<file path="src/hw/dxj_pkg.sv">
// Purpose: shared constants and carriers for the decrement/extend/jump execute block
// Assumes: 16-bit instruction words, 32-bit data path
// Notes: opcode masks and match values hold every fixed bit of each encoding
package dxj_pkg;
  localparam int XLEN = 32;
  localparam int ILEN = 16;
  localparam int RIDX = 4;
  // register index field positions
  localparam int DST_HI = 11;
  localparam int DST_LO = 8;
  localparam int SRC_HI = 7;
  localparam int SRC_LO = 4;
  // sign bit positions and extension widths
  localparam int BYTE_W = 8;
  localparam int WORD_W = 16;
  // opcode masks and matches
  localparam logic [15:0] MASK_ONE_REG = 16'hF0FF;
  localparam logic [15:0] MASK_TWO_REG = 16'hF00F;
  localparam logic [15:0] OP_DEC_TEST = 16'h4010;
  localparam logic [15:0] OP_SEXT_B = 16'h600E;
  localparam logic [15:0] OP_SEXT_W = 16'h600F;
  localparam logic [15:0] OP_ZEXT_B = 16'h600C;
  localparam logic [15:0] OP_ZEXT_W = 16'h600D;
  localparam logic [15:0] OP_IND_JUMP = 16'h402B;
  localparam logic [15:0] OP_JUMP_SUB = 16'h400B;
  // return address offset from the jump instruction
  localparam logic [31:0] RET_OFFSET = 32'h0000_0004;
  localparam logic [31:0] ONE = 32'h0000_0001;
  localparam logic [31:0] ZERO = 32'h0000_0000;
  // jump takes two cycles: issue and transfer
  localparam int JUMP_CYCLES = 2;

  typedef enum logic [1:0] {
    DXJ_IDLE = 2'b01,
    DXJ_SLOT = 2'b10
  } dxj_state_e;

  // register-file write port bundle
  typedef struct packed {
    logic valid;
    logic [RIDX-1:0] idx;
    logic [XLEN-1:0] data;
  } dxj_wr_s;

  // program-counter redirect bundle
  typedef struct packed {
    logic valid;
    logic [XLEN-1:0] target;
  } dxj_redirect_s;
endpackage

</file>
<file path="src/hw/dxj_decode.sv">
// Purpose: combinational opcode classifier for the execute block
// Assumes: instruction word is stable while valid
// Notes: branch class is an input since other branch encodings lie outside this block
`timescale 1ns/1ps
module dxj_decode (
  input wire logic [15:0] instr,
  output logic is_dec_test,
  output logic is_sext_b,
  output logic is_sext_w,
  output logic is_zext_b,
  output logic is_zext_w,
  output logic is_ind_jump,
  output logic is_jump_sub,
  output logic [3:0] dst_idx,
  output logic [3:0] src_idx
);
  // ---------------------------------------------------------------
  // opcode match
  // ---------------------------------------------------------------
  always_comb begin
    is_dec_test = (instr & dxj_pkg::MASK_ONE_REG) == dxj_pkg::OP_DEC_TEST;
    is_sext_b = (instr & dxj_pkg::MASK_TWO_REG) == dxj_pkg::OP_SEXT_B;
    is_sext_w = (instr & dxj_pkg::MASK_TWO_REG) == dxj_pkg::OP_SEXT_W;
    is_zext_b = (instr & dxj_pkg::MASK_TWO_REG) == dxj_pkg::OP_ZEXT_B;
    is_zext_w = (instr & dxj_pkg::MASK_TWO_REG) == dxj_pkg::OP_ZEXT_W;
    is_ind_jump = (instr & dxj_pkg::MASK_ONE_REG) == dxj_pkg::OP_IND_JUMP;
    is_jump_sub = (instr & dxj_pkg::MASK_ONE_REG) == dxj_pkg::OP_JUMP_SUB;
    // jumps name their address register in the upper field
    dst_idx = instr[dxj_pkg::DST_HI:dxj_pkg::DST_LO];
    src_idx = instr[dxj_pkg::SRC_HI:dxj_pkg::SRC_LO];
  end
endmodule // dxj_decode

</file>
<file path="src/hw/dxj_exec.sv">
// Purpose: execute stage for decrement-test, extends and register-indirect jumps
// Assumes: register reads are combinational on the index outputs; one instruction per cycle
// Notes: jumps are delayed; the slot instruction runs before the transfer
`timescale 1ns/1ps
// Functional notes
// - decrement register, write back, flag on zero
// - byte sign extend from bit seven
// - word sign extend from bit fifteen
// - byte zero extend, clear upper bits
// - word zero extend, clear upper bits
// - jump loads full register, two cycles
// - subroutine jump saves address plus four
// - both jumps run one slot instruction
// - hold interrupts and address errors over slot
// - branch in slot flagged illegal
module dxj_exec (
  input wire logic clk,
  input wire logic rstn,
  input wire logic instr_valid,
  input wire logic [15:0] instr,
  input wire logic [31:0] instr_addr,
  input wire logic instr_is_branch,
  output logic [3:0] rd_a_idx,
  output logic [3:0] rd_b_idx,
  input wire logic [31:0] rd_a_data,
  input wire logic [31:0] rd_b_data,
  input wire logic irq_req,
  input wire logic addr_err_req,
  output dxj_pkg::dxj_wr_s reg_wr,
  output logic test_flag_we,
  output logic test_flag,
  output dxj_pkg::dxj_redirect_s pc_redirect,
  output logic ret_addr_we,
  output logic [31:0] return_address_register,
  output logic event_hold,
  output logic irq_take,
  output logic addr_err_take,
  output logic illegal_slot,
  output logic in_slot
);
  logic is_dt, is_sb, is_sw, is_zb, is_zw, is_jmp, is_jsr;
  logic [3:0] dst_idx, src_idx;
  logic [31:0] dec_val;
  logic [31:0] jump_target_r;
  logic [31:0] jump_target_nxt;
  logic slot_ok;
  dxj_pkg::dxj_state_e state_r;

  dxj_decode u_decode (
    .instr(instr),
    .is_dec_test(is_dt),
    .is_sext_b(is_sb),
    .is_sext_w(is_sw),
    .is_zext_b(is_zb),
    .is_zext_w(is_zw),
    .is_ind_jump(is_jmp),
    .is_jump_sub(is_jsr),
    .dst_idx(dst_idx),
    .src_idx(src_idx)
  );

  // ---------------------------------------------------------------
  // operand fetch
  // ---------------------------------------------------------------
  // port a reads the upper field (destination, or jump address reg)
  assign rd_a_idx = dst_idx;
  assign rd_b_idx = src_idx;
  assign dec_val = rd_a_data - dxj_pkg::ONE;
  // target latched at issue so a slot write to the register cannot move it
  assign jump_target_nxt = rd_a_data;
  // a branch in the slot is refused as illegal and does no work
  assign slot_ok = !(state_r == dxj_pkg::DXJ_SLOT && instr_is_branch);

  // ---------------------------------------------------------------
  // delay-slot sequencer
  // ---------------------------------------------------------------
  always_ff @(posedge clk) begin
    if (!rstn) begin
      state_r <= dxj_pkg::DXJ_IDLE;
      jump_target_r <= dxj_pkg::ZERO;
    end else begin
      case (state_r)
        dxj_pkg::DXJ_IDLE: begin
          if (instr_valid && (is_jmp || is_jsr)) begin
            state_r <= dxj_pkg::DXJ_SLOT;
            jump_target_r <= jump_target_nxt;
          end
        end
        dxj_pkg::DXJ_SLOT: begin
          // transfer happens as the slot completes: second cycle of the jump
          if (instr_valid) begin
            state_r <= dxj_pkg::DXJ_IDLE;
          end
        end
        default: state_r <= dxj_pkg::DXJ_IDLE;
      endcase
    end
  end

  // ---------------------------------------------------------------
  // register write-back and test flag
  // ---------------------------------------------------------------
  always_ff @(posedge clk) begin
    if (!rstn) begin
      reg_wr <= '0;
      test_flag_we <= 1'b0;
      test_flag <= 1'b0;
    end else begin
      reg_wr.valid <= 1'b0;
      test_flag_we <= 1'b0;
      if (instr_valid && slot_ok) begin
        reg_wr.idx <= dst_idx;
        if (is_dt) begin
          reg_wr.valid <= 1'b1;
          reg_wr.data <= dec_val;
          test_flag_we <= 1'b1;
          test_flag <= (dec_val == dxj_pkg::ZERO);
        end else if (is_sb) begin
          reg_wr.valid <= 1'b1;
          reg_wr.data <= {{(dxj_pkg::XLEN-dxj_pkg::BYTE_W){rd_b_data[dxj_pkg::BYTE_W-1]}},
                          rd_b_data[dxj_pkg::BYTE_W-1:0]};
        end else if (is_sw) begin
          reg_wr.valid <= 1'b1;
          reg_wr.data <= {{(dxj_pkg::XLEN-dxj_pkg::WORD_W){rd_b_data[dxj_pkg::WORD_W-1]}},
                          rd_b_data[dxj_pkg::WORD_W-1:0]};
        end else if (is_zb) begin
          reg_wr.valid <= 1'b1;
          reg_wr.data <= {{(dxj_pkg::XLEN-dxj_pkg::BYTE_W){1'b0}},
                          rd_b_data[dxj_pkg::BYTE_W-1:0]};
        end else if (is_zw) begin
          reg_wr.valid <= 1'b1;
          reg_wr.data <= {{(dxj_pkg::XLEN-dxj_pkg::WORD_W){1'b0}},
                          rd_b_data[dxj_pkg::WORD_W-1:0]};
        end
      end
    end
  end

  // ---------------------------------------------------------------
  // return address
  // ---------------------------------------------------------------
  always_ff @(posedge clk) begin
    if (!rstn) begin
      ret_addr_we <= 1'b0;
      return_address_register <= dxj_pkg::ZERO;
    end else begin
      ret_addr_we <= 1'b0;
      if (instr_valid && state_r == dxj_pkg::DXJ_IDLE && is_jsr) begin
        ret_addr_we <= 1'b1;
        return_address_register <= instr_addr + dxj_pkg::RET_OFFSET;
      end
    end
  end

  // ---------------------------------------------------------------
  // program counter redirect
  // ---------------------------------------------------------------
  // issued only after the slot, so the target is never the slot's address
  // an illegal slot cancels the transfer: the slot fault takes over instead
  always_ff @(posedge clk) begin
    if (!rstn) begin
      pc_redirect <= '0;
    end else begin
      pc_redirect.valid <= 1'b0;
      if (instr_valid && state_r == dxj_pkg::DXJ_SLOT && slot_ok) begin
        pc_redirect.valid <= 1'b1;
        pc_redirect.target <= jump_target_r;
      end
    end
  end

  // ---------------------------------------------------------------
  // event gating and slot status
  // ---------------------------------------------------------------
  // requests are levels held by their sources, so holding them off loses nothing
  always_ff @(posedge clk) begin
    if (!rstn) begin
      event_hold <= 1'b0;
      irq_take <= 1'b0;
      addr_err_take <= 1'b0;
      illegal_slot <= 1'b0;
      in_slot <= 1'b0;
    end else begin
      event_hold <= (state_r == dxj_pkg::DXJ_SLOT) ||
                    (instr_valid && (is_jmp || is_jsr));
      irq_take <= irq_req && state_r == dxj_pkg::DXJ_IDLE &&
                  !(instr_valid && (is_jmp || is_jsr));
      addr_err_take <= addr_err_req && state_r == dxj_pkg::DXJ_IDLE &&
                       !(instr_valid && (is_jmp || is_jsr));
      illegal_slot <= instr_valid && !slot_ok;
      in_slot <= state_r == dxj_pkg::DXJ_SLOT;
    end
  end
endmodule // dxj_exec

</file>
<file path="config.mk">
export PLATFORM = sky130hd
export DESIGN_NAME = dxj_exec
export DESIGN_NICKNAME = d
export VERILOG_FILES = /design/src/hw/dxj_pkg.sv /design/src/hw/dxj_decode.sv /design/src/hw/dxj_exec.sv
export SDC_FILE = /design/constraint.sdc
export NUM_CORES = 1
export LEC_CHECK = 0
export ABC_AREA = 1
export BUFFER_PORTS_ARGS = -buffer_cell sky130_fd_sc_hd__buf_4
export CORE_AREA = 2 2 123 125
export DETAILED_ROUTE_END_ITERATION = 8
export DIE_AREA = 0 0 125 127
export HOLD_SLACK_MARGIN = 0.08
export PLACE_DENSITY = 0.89
export SLEW_MARGIN = 20
export SYNTH_ARGS = -nofsm -noshare
export SYNTH_HDL_FRONTEND = slang
export SYNTH_SLANG_ARGS = --single-unit
</file>
<file path="constraint.sdc">
create_clock -name clk -period 1.8 [get_ports clk]
set_input_delay 0.36 -clock clk [delete_from_list [all_inputs] [get_ports clk]]
set_output_delay 0.36 -clock clk [all_outputs]
set_load 0.02 [all_outputs]
</file>
* After elaboration in Yosys (flattened, before gate mapping) *
Index checks and enable logic that the tools add are counted.

storage, ports and cells
  input port bits = 118
  RAM bits = 0
  bits in latches = 0
  memory bits (read-only) = 0
  word-level logic and storage cells = 68
  output and inout port bits = 118
  flip-flop bits (word level) = 144
  memories = 0

operators by class
  $mul = 0
  div/mod/pow operators = 0
  bitwise gates (word level) = 0
  shift operators = 0
  reduce and logical (&&, ||, !) cells = 23
  mux-type cells = 16
  add/sub/neg operators = 2
  $lt $le $gt $ge = 0
  equal/unequal tests = 11

operator list
  cell                   count
  $mux 32                5
  $eq 12x11->1 const B   3
  $mux 33                1
  $add 32x3->32 const B  1
  $eq 8x7->1 const B     4
  $logic_not 32->1       1
  $sub 32x1->32 const B  1
  $logic_and 1x1->1      12
  $reduce_and 2->1       5
  $mux 1                 7
  $reduce_bool 5->1      1
  $mux 2                 2
  $pmux 2 s2             1
  $eq 2x1->1 const B     1
  $eq 2x2->1 const B     1
  $logic_not 1->1        2
  $logic_or 1x1->1       2
  $ne 2x1->1 const B     1
  $ne 2x2->1 const B     1

* Longest topological paths before layout *
Gate-level depths: netlist (run 1).

  depth in word-level cells = 6
  gate-level depth with buffers = 14
  depth with buffers taken out = 14

* Modules after synthesis *
A second synthesis (run 1) with hierarchy kept.

unflattened totals
  cell total of the unflattened synthesis = 1085
  area total of the unflattened synthesis = 7248.2 µm²

by module, submodules not included
  module      cells an instance  instances  area each (µm²)
  dxj_exec    1032               1          6996.7
  dxj_decode  53                 1          251.5

* Least setup slack after synthesis (run 1) *
Ideal clock, no wire load.

  path type = input-to-reg
  start = input rd_a_data[0]
  end = register test_flag
  setup slack = 101 ps
  cell stages on the path = 12
  arrival = 1628 ps
  cells stage by stage = inv_1 -> ha_1 -> nand2_2 -> nor2_4 -> nand2_1 -> o21ai_1 -> nand2_1 -> nor2_1 -> nand2_1 -> nor2_1 -> nand3_1 -> a21oi_1

on the way
  cells in the longest elaborated chain, start to end = 2

ends and longest elaborated chain
  element                 RTL line         source
  start: declaration      dxj_exec.sv:25   input wire logic [31:0] rd_a_data,
  $sub 32x1->32           dxj_exec.sv:68   assign dec_val = rd_a_data - dxj_pkg::ONE;
  $logic_not 32->1        dxj_exec.sv:117  test_flag <= (dec_val == dxj_pkg::ZERO);
  end signal: assignment  dxj_exec.sv:117
  end: declaration        dxj_exec.sv:31   output logic test_flag,

Every way passes these cells.
A chain may end at the register's enable or synchronous reset.

* Final worst setup path (run 1) *
  start = register state_r[1]
  end = register pc_redirect[23] in the netlist's numbering

on the way
  cells in the longest elaborated chain, start to end = 4

ends and longest elaborated chain
  element                   RTL line                         source
  start: declaration        dxj_exec.sv:47                   dxj_pkg::dxj_state_e state_r;
  start signal: assignment  dxj_exec.sv:79                   state_r <= dxj_pkg::DXJ_IDLE;
  start signal: assignment  dxj_exec.sv:85                   state_r <= dxj_pkg::DXJ_SLOT;
  start signal: assignment  dxj_exec.sv:92                   state_r <= dxj_pkg::DXJ_IDLE;
  $eq 2x2->1 (*)            dxj_exec.sv:72, dxj_exec.sv:165
  $logic_and 1x1->1         dxj_exec.sv:72                   assign slot_ok = !(state_r == dxj_pkg::DXJ_SLOT && instr_is_branch);
  $logic_not 1->1           dxj_exec.sv:72
  $logic_and 1x1->1 (*)     dxj_exec.sv:165                  if (instr_valid && state_r == dxj_pkg::DXJ_SLOT && slot_ok) begin
  end: declaration          dxj_exec.sv:32                   output dxj_pkg::dxj_redirect_s pc_redirect,

Every way passes the cells marked *; elsewhere a longest branch is shown, timed or not.

==> report_table.html, run 1 <==
<table>
<tr><th>Metric</th><th>Value</th></tr>
<tr><th colspan="2">Critical path</th></tr>
<tr><td>Critical Path AT</td><td>1.97 ns</td></tr>
<tr><td>Required time of the worst setup path</td><td>2.16 ns</td></tr>
<tr><td>Kind of start point of the critical path</td><td>register</td></tr>
<tr><td>Worst reg-to-reg setup slack</td><td>0.18 ns</td></tr>
<tr><td>Crit. End Element</td><td>register</td></tr>
<tr><td>R2R cell count</td><td>10</td></tr>
<tr><td>Critical path fanouts, max</td><td>33</td></tr>
<tr><td>Critical setup path kind</td><td>reg2reg</td></tr>
<tr><th colspan="2">Synth</th></tr>
<tr><td>Leading cell type by number of instances after synthesis</td><td>sky130_fd_sc_hd__nand2_1</td></tr>
<tr><td>Number of enable-type register cells in the synthesized netlist</td><td>0</td></tr>
<tr><td>Async set or reset register ratio after synthesis</td><td>0%</td></tr>
<tr><td>Top post-synthesis cells by count</td><td>sky130_fd_sc_hd__nand2_1, sky130_fd_sc_hd__dfxtp_1, sky130_fd_sc_hd__nor2_1, sky130_fd_sc_hd__inv_1, sky130_fd_sc_hd__a21oi_1</td></tr>
<tr><td>Synth warn</td><td>0</td></tr>
<tr><td>Synthesized area per cell</td><td>6.64 um2</td></tr>
<tr><td>Yosys reg bits</td><td>144</td></tr>
<tr><td>Cell count after synthesis</td><td>1,102</td></tr>
<tr><td>Post-Syn Nets</td><td>1,223</td></tr>
<tr><td>Post-synth cell types</td><td>39</td></tr>
<tr><td>Post-synth top flop</td><td>sky130_fd_sc_hd__dfxtp_1</td></tr>
<tr><td>Cell area after technology mapping</td><td>7310 um2</td></tr>
<tr><td>Area share of the leading cell type in the synthesized netlist</td><td>39.4%</td></tr>
<tr><td>Cell types with the largest area share after synthesis</td><td>sky130_fd_sc_hd__dfxtp_1, sky130_fd_sc_hd__nand2_1, sky130_fd_sc_hd__a21oi_1</td></tr>
<tr><td>Cell type with the largest total area after synthesis</td><td>sky130_fd_sc_hd__dfxtp_1</td></tr>
<tr><td>Portion of the post-synthesis area used by sequential elements</td><td>39.4%</td></tr>
<tr><th colspan="2">STA</th></tr>
<tr><td>Final Hold Viols</td><td>0</td></tr>
<tr><td>Clock period minus final worst setup slack</td><td>1.62 ns</td></tr>
<tr><td>Transition time of the tightest slew-check pin</td><td>0.565 ns</td></tr>
<tr><td>Number of pins with negative max-slew slack in the final report</td><td>0</td></tr>
<tr><td>Max Fclk</td><td>0.618 GHz</td></tr>
<tr><td>Unrepaired setup endpoints after global routing</td><td>false</td></tr>
<tr><td>Final TNS setup</td><td>0 ns</td></tr>
<tr><td>Worst path setup slack after routing</td><td>0.183 ns</td></tr>
<tr><td>Clock skew after layout</td><td>0.00784 ns</td></tr>
<tr><td>Final critical-path share of the clock period</td><td>89.8%</td></tr>
<tr><td>Final setup viols</td><td>0</td></tr>
<tr><td>Max-Slew Margin vs Limit</td><td>62.3%</td></tr>
<tr><th colspan="2">Drt</th></tr>
<tr><td>Final ANT Viol Nets</td><td>0</td></tr>
<tr><td>Drt wl/cell</td><td>15.4 um</td></tr>
<tr><td>Number of design rule violations left after detail routing</td><td>0</td></tr>
<tr><td>Total iterations of the first detailed-routing run</td><td>5</td></tr>
<tr><td>Number of vias per cell after detailed routing</td><td>5.18</td></tr>
<tr><td>Number of vias in the routed layout</td><td>8,490</td></tr>
<tr><td>Wirelength, routed</td><td>25,300 um</td></tr>
<tr><td>Iteration-0 DRC Markers</td><td>735</td></tr>
<tr><th colspan="2">Power and ir drop</th></tr>
<tr><td>Clock power share</td><td>46.6%</td></tr>
<tr><td>Relative contribution of combinational cells to total power</td><td>11.5%</td></tr>
<tr><td>Switching power</td><td>1.94 mW</td></tr>
<tr><td>Switching part of the total power</td><td>25.4%</td></tr>
<tr><td>Power density over the cells</td><td>711 nW/um2</td></tr>
<tr><td>Standby leakage power</td><td>5.04 nW</td></tr>
<tr><td>VDD IR-drop max</td><td>0.000646 V</td></tr>
<tr><td>Sequential group share of total power</td><td>41.9%</td></tr>
<tr><td>Internal Power</td><td>5.71 mW</td></tr>
<tr><th colspan="2">GRT</th></tr>
<tr><td>Sum of overflow across all layers after global routing</td><td>0</td></tr>
<tr><td>Vias in the first global route</td><td>8,138</td></tr>
<tr><td>Wire length of the first global-routing pass</td><td>40,900 um</td></tr>
<tr><td>Pin count of the biggest net entering global routing</td><td>61</td></tr>
<tr><td>GRT Total Usage</td><td>31.8%</td></tr>
<tr><td>Number of antenna violations at the first check in global routing</td><td>0</td></tr>
<tr><th colspan="2">Die</th></tr>
<tr><td>FP Rows</td><td>44</td></tr>
<tr><td>DIE HEIGHT</td><td>127 um</td></tr>
<tr><td>Core Footprint</td><td>14,400 um2</td></tr>
<tr><td>Die footprint</td><td>15,900 um2</td></tr>
<tr><td>Initial Utilization</td><td>50.7%</td></tr>
<tr><td>Horizontal extent of the die</td><td>125 um</td></tr>
<tr><td>Number of primary I/O pins</td><td>236</td></tr>
<tr><th colspan="2">Placed design</th></tr>
<tr><td>Detailed-placement wirelength estimate</td><td>19,700 um</td></tr>
<tr><td>I/O Buffers</td><td>219</td></tr>
<tr><td>Cells after DPL</td><td>1,607</td></tr>
<tr><td>Gp weighted congestion</td><td>0.971</td></tr>
<tr><td>Setup WS pre-CTS</td><td>-0.226 ns</td></tr>
<tr><th colspan="2">CTS</th></tr>
<tr><td>Clock transition time at the flip-flop clock pins of the worst setup and hold paths</td><td>0.06 ns</td></tr>
<tr><td>Cell at the root of the clock tree</td><td>sky130_fd_sc_hd__clkbuf_16</td></tr>
<tr><td>Clock sink total</td><td>144</td></tr>
<tr><td>TritonCTS clock tree</td><td>done</td></tr>
<tr><td>Setup fix buffers added after clock tree synthesis</td><td>0</td></tr>
<tr><td>Clock latency of the later-clocked register in the worst-skew pair</td><td>0.43 ns</td></tr>
<tr><td>TritonCTS Buffers</td><td>17</td></tr>
<tr><td>Maximum buffer depth of the clock tree</td><td>2</td></tr>
<tr><td>Depth of the CTS H-tree</td><td>4</td></tr>
<tr><th colspan="2">Hold path</th></tr>
<tr><td>Worst Hold Path Cells</td><td>3</td></tr>
<tr><td>Worst hold path class</td><td>in2reg</td></tr>
<tr><th colspan="2">Final layout</th></tr>
<tr><td>Fillcell total</td><td>1,194</td></tr>
<tr><td>Ant diodes</td><td>0</td></tr>
<tr><td>Final core utilization</td><td>74.6%</td></tr>
<tr><td>Post-layout nets</td><td>1,563</td></tr>
<tr><td>Layout Cells excl Fill</td><td>1,639</td></tr>
<tr><td>Ratio of cells with drive above 1 in the final layout</td><td>30.7%</td></tr>
<tr><td>Area added between synthesis and finish</td><td>47.1%</td></tr>
<tr><th colspan="2">Status</th></tr>
<tr><td>Run status</td><td>completed</td></tr>
<tr><th colspan="2">Run</th></tr>
<tr><td>Number of maximum-capacitance constraint violations</td><td>0</td></tr>
</table>
==> metrics by stage <==
step	hold slack (ns)	power [mW]	area, um2
final	0.159	7.65	10800
after global routing	0.187	7.88	10800
after CTS	0.151	7.66	10700
after detailed placement	0.438	4.13	10100
after global placement	0.434	4.13	10100
after floorplan	0.424	3.61	7310
==> flip-flops by register name, indices dropped and copies added (netlist names) <==
| signal | count |
|---|---|
| addr_err_take | 1 |
| event_hold | 1 |
| illegal_slot | 1 |
| in_slot | 1 |
| irq_take | 1 |
| jump_target_r | 32 |
| pc_redirect | 33 |
| reg_wr | 37 |
| ret_addr_we | 1 |
| return_address_register | 32 |
| state_r | 2 |
| test_flag | 1 |
| test_flag_we | 1 |
==> worst max-delay path, cell delays in order (launching register included) <==
cell and delay, ns:
sky130_fd_sc_hd__dfxtp_1 0.33, sky130_fd_sc_hd__inv_2 0.05, sky130_fd_sc_hd__nor2_4 0.08, sky130_fd_sc_hd__nand2_1 0.09
sky130_fd_sc_hd__nand2_1 0.11, sky130_fd_sc_hd__inv_2 0.06, sky130_fd_sc_hd__buf_4 0.20, sky130_fd_sc_hd__nand2_1 0.10
sky130_fd_sc_hd__buf_6 0.26, sky130_fd_sc_hd__nand2_1 0.11, sky130_fd_sc_hd__a21oi_1 0.15
==> logic make-up (layout without fill, tap and decap cells) <==
family	count (synthesis)	in the layout	synth area share, %
AOI/OAI and AO/OA	237	237	16.9
xor gates and xnor gates	17	17	2.04
adders and majority gates	3	3	0.513
buffers and inverters	195	548	10.7
DFF	144	144	39.4
and+or+nand+nor	506	506	30.5
==> layout by cell type (no fill, tap or decap), drive strengths merged, types with 4 or more instances in the layout <==
cell / Yosys / layout
clkbuf: 26 / 19
nand3: 66 / 66
o211ai: 8 / 8
nand2: 234 / 234
a211oi: 4 / 4
or2: 8 / 8
nor4: 9 / 9
xor2: 14 / 14
nor3: 21 / 21
nand4: 21 / 21
a31oi: 4 / 4
a21oi: 108 / 108
buf: 24 / 371
inv: 144 / 148
dfxtp: 144 / 144
clkinv: 1 / 5
o21ai: 109 / 109
nor2: 141 / 141
==> path summary, 6_finish.rpt <==
path | startpoint | end
setup / recovery | state_r[1] | pc_redirect[23]
hold / removal | instr_addr[1] | return_address_register[1]
setup reg to reg | state_r[1] | pc_redirect[23]
hold reg to reg | jump_target_r[23] | jump_target_r[23]
==> metal layers <==
layer	vias up	global-route usage, %	part of all wire (%)
li1	4246	-	-
met1	3858	43.0	45
met2	331	50.8	45
met3	55	6.41	6.8
met4	0	11.4	2.6
met5	-	0	0
==> what timing repair did <==
| item | 4_1_cts | 5_1_grt |
|---|---|---|
| hold buffers | 0 | 0 |
| hold endpoints to repair | 0 | 0 |
| setup endpoints to repair | 0 | 23 |
| resized for setup | 0 | 6 |
==> power groups by stage <==
| stage | clock [mW] | combinational [mW] | sequential, mW |
|---|---|---|---|
| final | 3.57 | 0.878 | 3.21 |
| after detailed placement | 0 | 0.856 | 3.28 |
| after global placement | 0 | 0.849 | 3.28 |
| after CTS | 3.59 | 0.862 | 3.21 |
| after global routing | 3.73 | 0.953 | 3.21 |
| after floorplan | 0 | 0.313 | 3.29 |
==> area by class of cell <==
| type | count | area (um2) | share of cell area [%] |
|---|---|---|---|
| clock buffers | 19 | 443 | 4.12 |
| flip-flops and latches | 144 | 2880 | 26.8 |
| repair buffers | 371 | 2840 | 26.4 |
| multi-input cells | 763 | 3670 | 34.1 |
| inverters | 145 | 544 | 5.06 |
| well taps | 184 | 230 | 2.14 |
| clock inverters | 13 | 151 | 1.41 |
No activity file was read; power rests on OpenSTA's default activity.
==> inputs of run 2 (changes only) <==
Settings changed: ABC_AREA 1 to 0, CORE_AREA 2 2 123 125 to 2 2 120 122, DIE_AREA 0 0 125 127 to 0 0 122 124, PLACE_DENSITY 0.89 to 0.88.
==> run 2 against run 1 <==
Net effect: critical path depth down 2; cell area up 4.6%; final cell count is 18% lower; wire length is 9.9% higher; synthesized area shrank 7.8%; the flow now finishes with violations (setup timing); worst setup slack got worse by 0.93 ns.
==> report_table.html, run 2 <==
<table>
<tr><th>Metric</th><th>Value</th></tr>
<tr><th colspan="2">Critical path</th></tr>
<tr><td>Critical setup path kind</td><td>in2reg</td></tr>
<tr><td>Required time of the worst setup path</td><td>2.16 ns</td></tr>
<tr><td>Worst reg-to-reg setup slack</td><td>-0.07 ns</td></tr>
<tr><td>Kind of start point of the critical path</td><td>input port</td></tr>
<tr><td>R2R cell count</td><td>8</td></tr>
<tr><td>Worst reg2reg path startpoint</td><td>state_r[1]</td></tr>
<tr><td>Crit. End Element</td><td>register</td></tr>
<tr><td>Critical path fanouts, max</td><td>3</td></tr>
<tr><td>Critical Path AT</td><td>2.90 ns</td></tr>
<tr><td>Worst R2R End</td><td>pc_redirect[30]</td></tr>
<tr><th colspan="2">Final layout</th></tr>
<tr><td>Most frequent standard cell in the layout excluding fill and tap cells</td><td>sky130_fd_sc_hd__buf_4</td></tr>
<tr><td>Fillcell total</td><td>781</td></tr>
<tr><td>Register area</td><td>2880 um2</td></tr>
<tr><td>Area taken by multi-input logic gates</td><td>4270 um2</td></tr>
<tr><td>Register with the most flip-flops</td><td>reg_wr</td></tr>
<tr><td>Ant diodes</td><td>0</td></tr>
<tr><td>Area added between synthesis and finish</td><td>66.9%</td></tr>
<tr><td>Number of flip-flops under the largest register name</td><td>37</td></tr>
<tr><td>Ratio of cells with drive above 1 in the final layout</td><td>46.5%</td></tr>
<tr><td>Commonest cells after routing, fill and taps aside</td><td>sky130_fd_sc_hd__buf_4, sky130_fd_sc_hd__nand2_1, sky130_fd_sc_hd__dfxtp_1</td></tr>
<tr><td>Biggest registers after layout</td><td>reg_wr (37), pc_redirect (33)</td></tr>
<tr><td>Post-layout nets</td><td>1,271</td></tr>
<tr><td>Area of all placed cells without fillers</td><td>11,300 um2</td></tr>
<tr><th colspan="2">Synth</th></tr>
<tr><td>Synthesized area per cell</td><td>8.31 um2</td></tr>
<tr><td>Post-synth cell types</td><td>57</td></tr>
<tr><td>Cell types with the largest area share after synthesis</td><td>sky130_fd_sc_hd__dfxtp_1, sky130_fd_sc_hd__nand2_1, sky130_fd_sc_hd__a21boi_0</td></tr>
<tr><td>Cell area after technology mapping</td><td>6750 um2</td></tr>
<tr><td>Post-synth top flop</td><td>sky130_fd_sc_hd__dfxtp_1</td></tr>
<tr><td>Yosys reg bits</td><td>144</td></tr>
<tr><td>Async set or reset register ratio after synthesis</td><td>0%</td></tr>
<tr><td>Number of enable-type register cells in the synthesized netlist</td><td>0</td></tr>
<tr><td>Leading cell type by number of instances after synthesis</td><td>sky130_fd_sc_hd__nand2_1</td></tr>
<tr><td>Top post-synthesis cells by count</td><td>sky130_fd_sc_hd__nand2_1, sky130_fd_sc_hd__dfxtp_1, sky130_fd_sc_hd__a21boi_0, sky130_fd_sc_hd__nor2_1, sky130_fd_sc_hd__clkbuf_1</td></tr>
<tr><td>Area share of the leading cell type in the synthesized netlist</td><td>42.7%</td></tr>
<tr><td>Cell type with the largest total area after synthesis</td><td>sky130_fd_sc_hd__dfxtp_1</td></tr>
<tr><td>Synth warn</td><td>0</td></tr>
<tr><td>Portion of the post-synthesis area used by sequential elements</td><td>42.7%</td></tr>
<tr><td>Cell count after synthesis</td><td>812</td></tr>
<tr><td>Post-Syn Nets</td><td>933</td></tr>
<tr><th colspan="2">STA</th></tr>
<tr><td>Unrepaired setup endpoints after global routing</td><td>true</td></tr>
<tr><td>Clock skew after layout</td><td>0.0124 ns</td></tr>
<tr><td>Max Fclk</td><td>0.393 GHz</td></tr>
<tr><td>Final setup viols</td><td>82</td></tr>
<tr><td>Number of pins with negative max-slew slack in the final report</td><td>0</td></tr>
<tr><td>Final TNS setup</td><td>-14.30 ns</td></tr>
<tr><td>Final Hold Viols</td><td>0</td></tr>
<tr><td>Clock period minus final worst setup slack</td><td>2.55 ns</td></tr>
<tr><td>Post-Route Hold Slack</td><td>0.149 ns</td></tr>
<tr><td>Worst path setup slack after routing</td><td>-0.746 ns</td></tr>
<tr><td>Max-Slew Margin vs Limit</td><td>60.5%</td></tr>
<tr><td>Transition time of the tightest slew-check pin</td><td>0.592 ns</td></tr>
<tr><td>Final critical-path share of the clock period</td><td>141%</td></tr>
<tr><th colspan="2">Placed design</th></tr>
<tr><td>Detailed-placement wirelength estimate</td><td>15,300 um</td></tr>
<tr><td>Post-placement cell area</td><td>9500 um2</td></tr>
<tr><td>I/O Buffers</td><td>219</td></tr>
<tr><td>Gp weighted congestion</td><td>0.907</td></tr>
<tr><td>Setup WS pre-CTS</td><td>-1.23 ns</td></tr>
<tr><th colspan="2">CTS</th></tr>
<tr><td>Cell at the root of the clock tree</td><td>sky130_fd_sc_hd__clkbuf_16</td></tr>
<tr><td>Clock transition time at the flip-flop clock pins of the worst setup and hold paths</td><td>0.07 ns</td></tr>
<tr><td>TritonCTS Buffers</td><td>17</td></tr>
<tr><td>Depth of the CTS H-tree</td><td>4</td></tr>
<tr><td>Count of hold buffers inserted by post-cts repair</td><td>0</td></tr>
<tr><td>Clock sink total</td><td>144</td></tr>
<tr><td>TritonCTS clock tree</td><td>done</td></tr>
<tr><td>Clock latency of the later-clocked register in the worst-skew pair</td><td>0.43 ns</td></tr>
<tr><td>Maximum buffer depth of the clock tree</td><td>2</td></tr>
<tr><th colspan="2">GRT</th></tr>
<tr><td>Vias in the first global route</td><td>7,505</td></tr>
<tr><td>Number of antenna violations at the first check in global routing</td><td>0</td></tr>
<tr><td>GRT Total Usage</td><td>32.4%</td></tr>
<tr><td>Wire length of the first global-routing pass</td><td>37,600 um</td></tr>
<tr><td>Sum of overflow across all layers after global routing</td><td>0</td></tr>
<tr><td>Pin count of the biggest net entering global routing</td><td>141</td></tr>
<tr><th colspan="2">Die</th></tr>
<tr><td>DIE HEIGHT</td><td>124 um</td></tr>
<tr><td>Die footprint</td><td>15,100 um2</td></tr>
<tr><td>Horizontal extent of the die</td><td>122 um</td></tr>
<tr><td>FP Rows</td><td>43</td></tr>
<tr><td>Initial Utilization</td><td>49.2%</td></tr>
<tr><td>Number of primary I/O pins</td><td>236</td></tr>
<tr><td>Core Footprint</td><td>13,700 um2</td></tr>
<tr><th colspan="2">Power and ir drop</th></tr>
<tr><td>Sequential group share of total power</td><td>43.4%</td></tr>
<tr><td>Power density over the cells</td><td>655 nW/um2</td></tr>
<tr><td>VDD IR-drop max</td><td>0.000611 V</td></tr>
<tr><td>Switching part of the total power</td><td>26.7%</td></tr>
<tr><td>Switching power</td><td>1.97 mW</td></tr>
<tr><td>Internal Power</td><td>5.41 mW</td></tr>
<tr><td>Total power</td><td>7.38 mW</td></tr>
<tr><td>Clock power share</td><td>45.4%</td></tr>
<tr><td>Relative contribution of combinational cells to total power</td><td>11.1%</td></tr>
<tr><td>Standby leakage power</td><td>4.97 nW</td></tr>
<tr><th colspan="2">Drt</th></tr>
<tr><td>Total iterations of the first detailed-routing run</td><td>6</td></tr>
<tr><td>Drt wl/cell</td><td>20.7 um</td></tr>
<tr><td>Iteration-0 DRC Markers</td><td>734</td></tr>
<tr><td>Number of design rule violations left after detail routing</td><td>0</td></tr>
<tr><td>Number of vias per cell after detailed routing</td><td>5.90</td></tr>
<tr><td>Final ANT Viol Nets</td><td>0</td></tr>
<tr><td>Wirelength, routed</td><td>27,800 um</td></tr>
<tr><td>Number of vias in the routed layout</td><td>7,918</td></tr>
<tr><th colspan="2">Status</th></tr>
<tr><td>Run status</td><td>finished, violations left</td></tr>
<tr><td>Violations in the final reports</td><td>setup timing</td></tr>
<tr><th colspan="2">Hold path</th></tr>
<tr><td>Worst Hold Path EP</td><td>addr_err_take</td></tr>
<tr><td>Worst hold path class</td><td>in2reg</td></tr>
<tr><td>Source of the worst hold timing path</td><td>addr_err_req</td></tr>
<tr><td>Worst Hold Path Cells</td><td>2</td></tr>
<tr><th colspan="2">Run</th></tr>
<tr><td>Number of maximum-capacitance constraint violations</td><td>0</td></tr>
</table>
run 2: changes by cell type after synthesis, sizes merged, moves of 11 or more:
cell,previous run,this run
xnor2,3,23
nand2,234,198
o21ai,109,30
nor2,141,42
or4,0,11
clkbuf,26,38
nand3,66,33
inv,144,8
a21boi,0,80
nand4,21,9
xor2,14,32
o211a,0,24
a21oi,108,21
run 2: per-stage QoR:
stage	cells	utilization, %
after floorplan	812	-
after global placement	1272	69.2
after detailed placement	1272	69.2
after CTS	1336	79.4
after global routing	1343	82.1
final	1343	82.1
run 2: layer usage:
| metal | global-route usage [%] | share of wire (%) |
|---|---|---|
| met5 | 0 | 0 |
| met4 | 17.2 | 6.4 |
| met3 | 9.89 | 10 |
| met2 | 55.3 | 49 |
| met1 | 36.5 | 34 |
run 2: cell type report:
class	count	area share, %
repair buffers	376	29.3
multi-input cells	603	37.9
clock buffers	17	3.78
flip-flops and latches	144	25.6
clock inverters	15	1.12
well taps	180	2.00
inverters	8	0.267
run 2: how the worst max path moves through the flow:
stage / start / end / slack [ns] / depth (start not counted)
after floorplan: rd_a_data[8] / test_flag / -1.07 / 9
after detailed placement: rd_a_data[7] / test_flag / -1.23 / 8
after global placement: rd_a_data[7] / test_flag / -1.17 / 8
final: rd_a_data[7] / test_flag / -0.75 / 8
after global routing: rd_a_data[7] / test_flag / -0.75 / 8
after CTS: rd_a_data[7] / test_flag / -0.68 / 8
run 2: power by group through the flow:
stage                     registers (mW)  logic (mW)  clock network [mW]
after global placement              3.28       0.697                   0
final                               3.20       0.822                3.35
after CTS                           3.20       0.743                3.33
after global routing                3.20       0.855                3.51
after floorplan                     3.29       0.244                   0
after detailed placement            3.28       0.706                   0
run 2: worst max-delay path: stages:
cell                      delay, ns
sky130_fd_sc_hd__buf_6         0.09
sky130_fd_sc_hd__or4_4         0.54
sky130_fd_sc_hd__or3_4         0.37
sky130_fd_sc_hd__or4_4         0.51
sky130_fd_sc_hd__xor2_2        0.19
sky130_fd_sc_hd__nand2_1       0.11
sky130_fd_sc_hd__or4_4         0.56
sky130_fd_sc_hd__o31ai_2       0.17
run 2: repair_timing:
action	in CTS	in global routing
setup buffers	26	16
pin swaps	46	54
setup endpoints to repair	86	95
gates resized for setup	97	88
gates cloned	10	3
run 2: cell families (layout without fill, tap and decap cells):
| group | Yosys count | count (layout) | synth area share, % |
|---|---|---|---|
| muxes | 5 | 5 | 0.779 |
| and+or+nand+nor | 356 | 356 | 24.5 |
| AOI/OAI and AO/OA | 184 | 184 | 19.9 |
| adders and majority gates | 3 | 3 | 0.557 |
| DFF | 144 | 144 | 42.7 |
| buffers and inverters | 65 | 416 | 4.41 |
| xor gates and xnor gates | 55 | 55 | 7.14 |
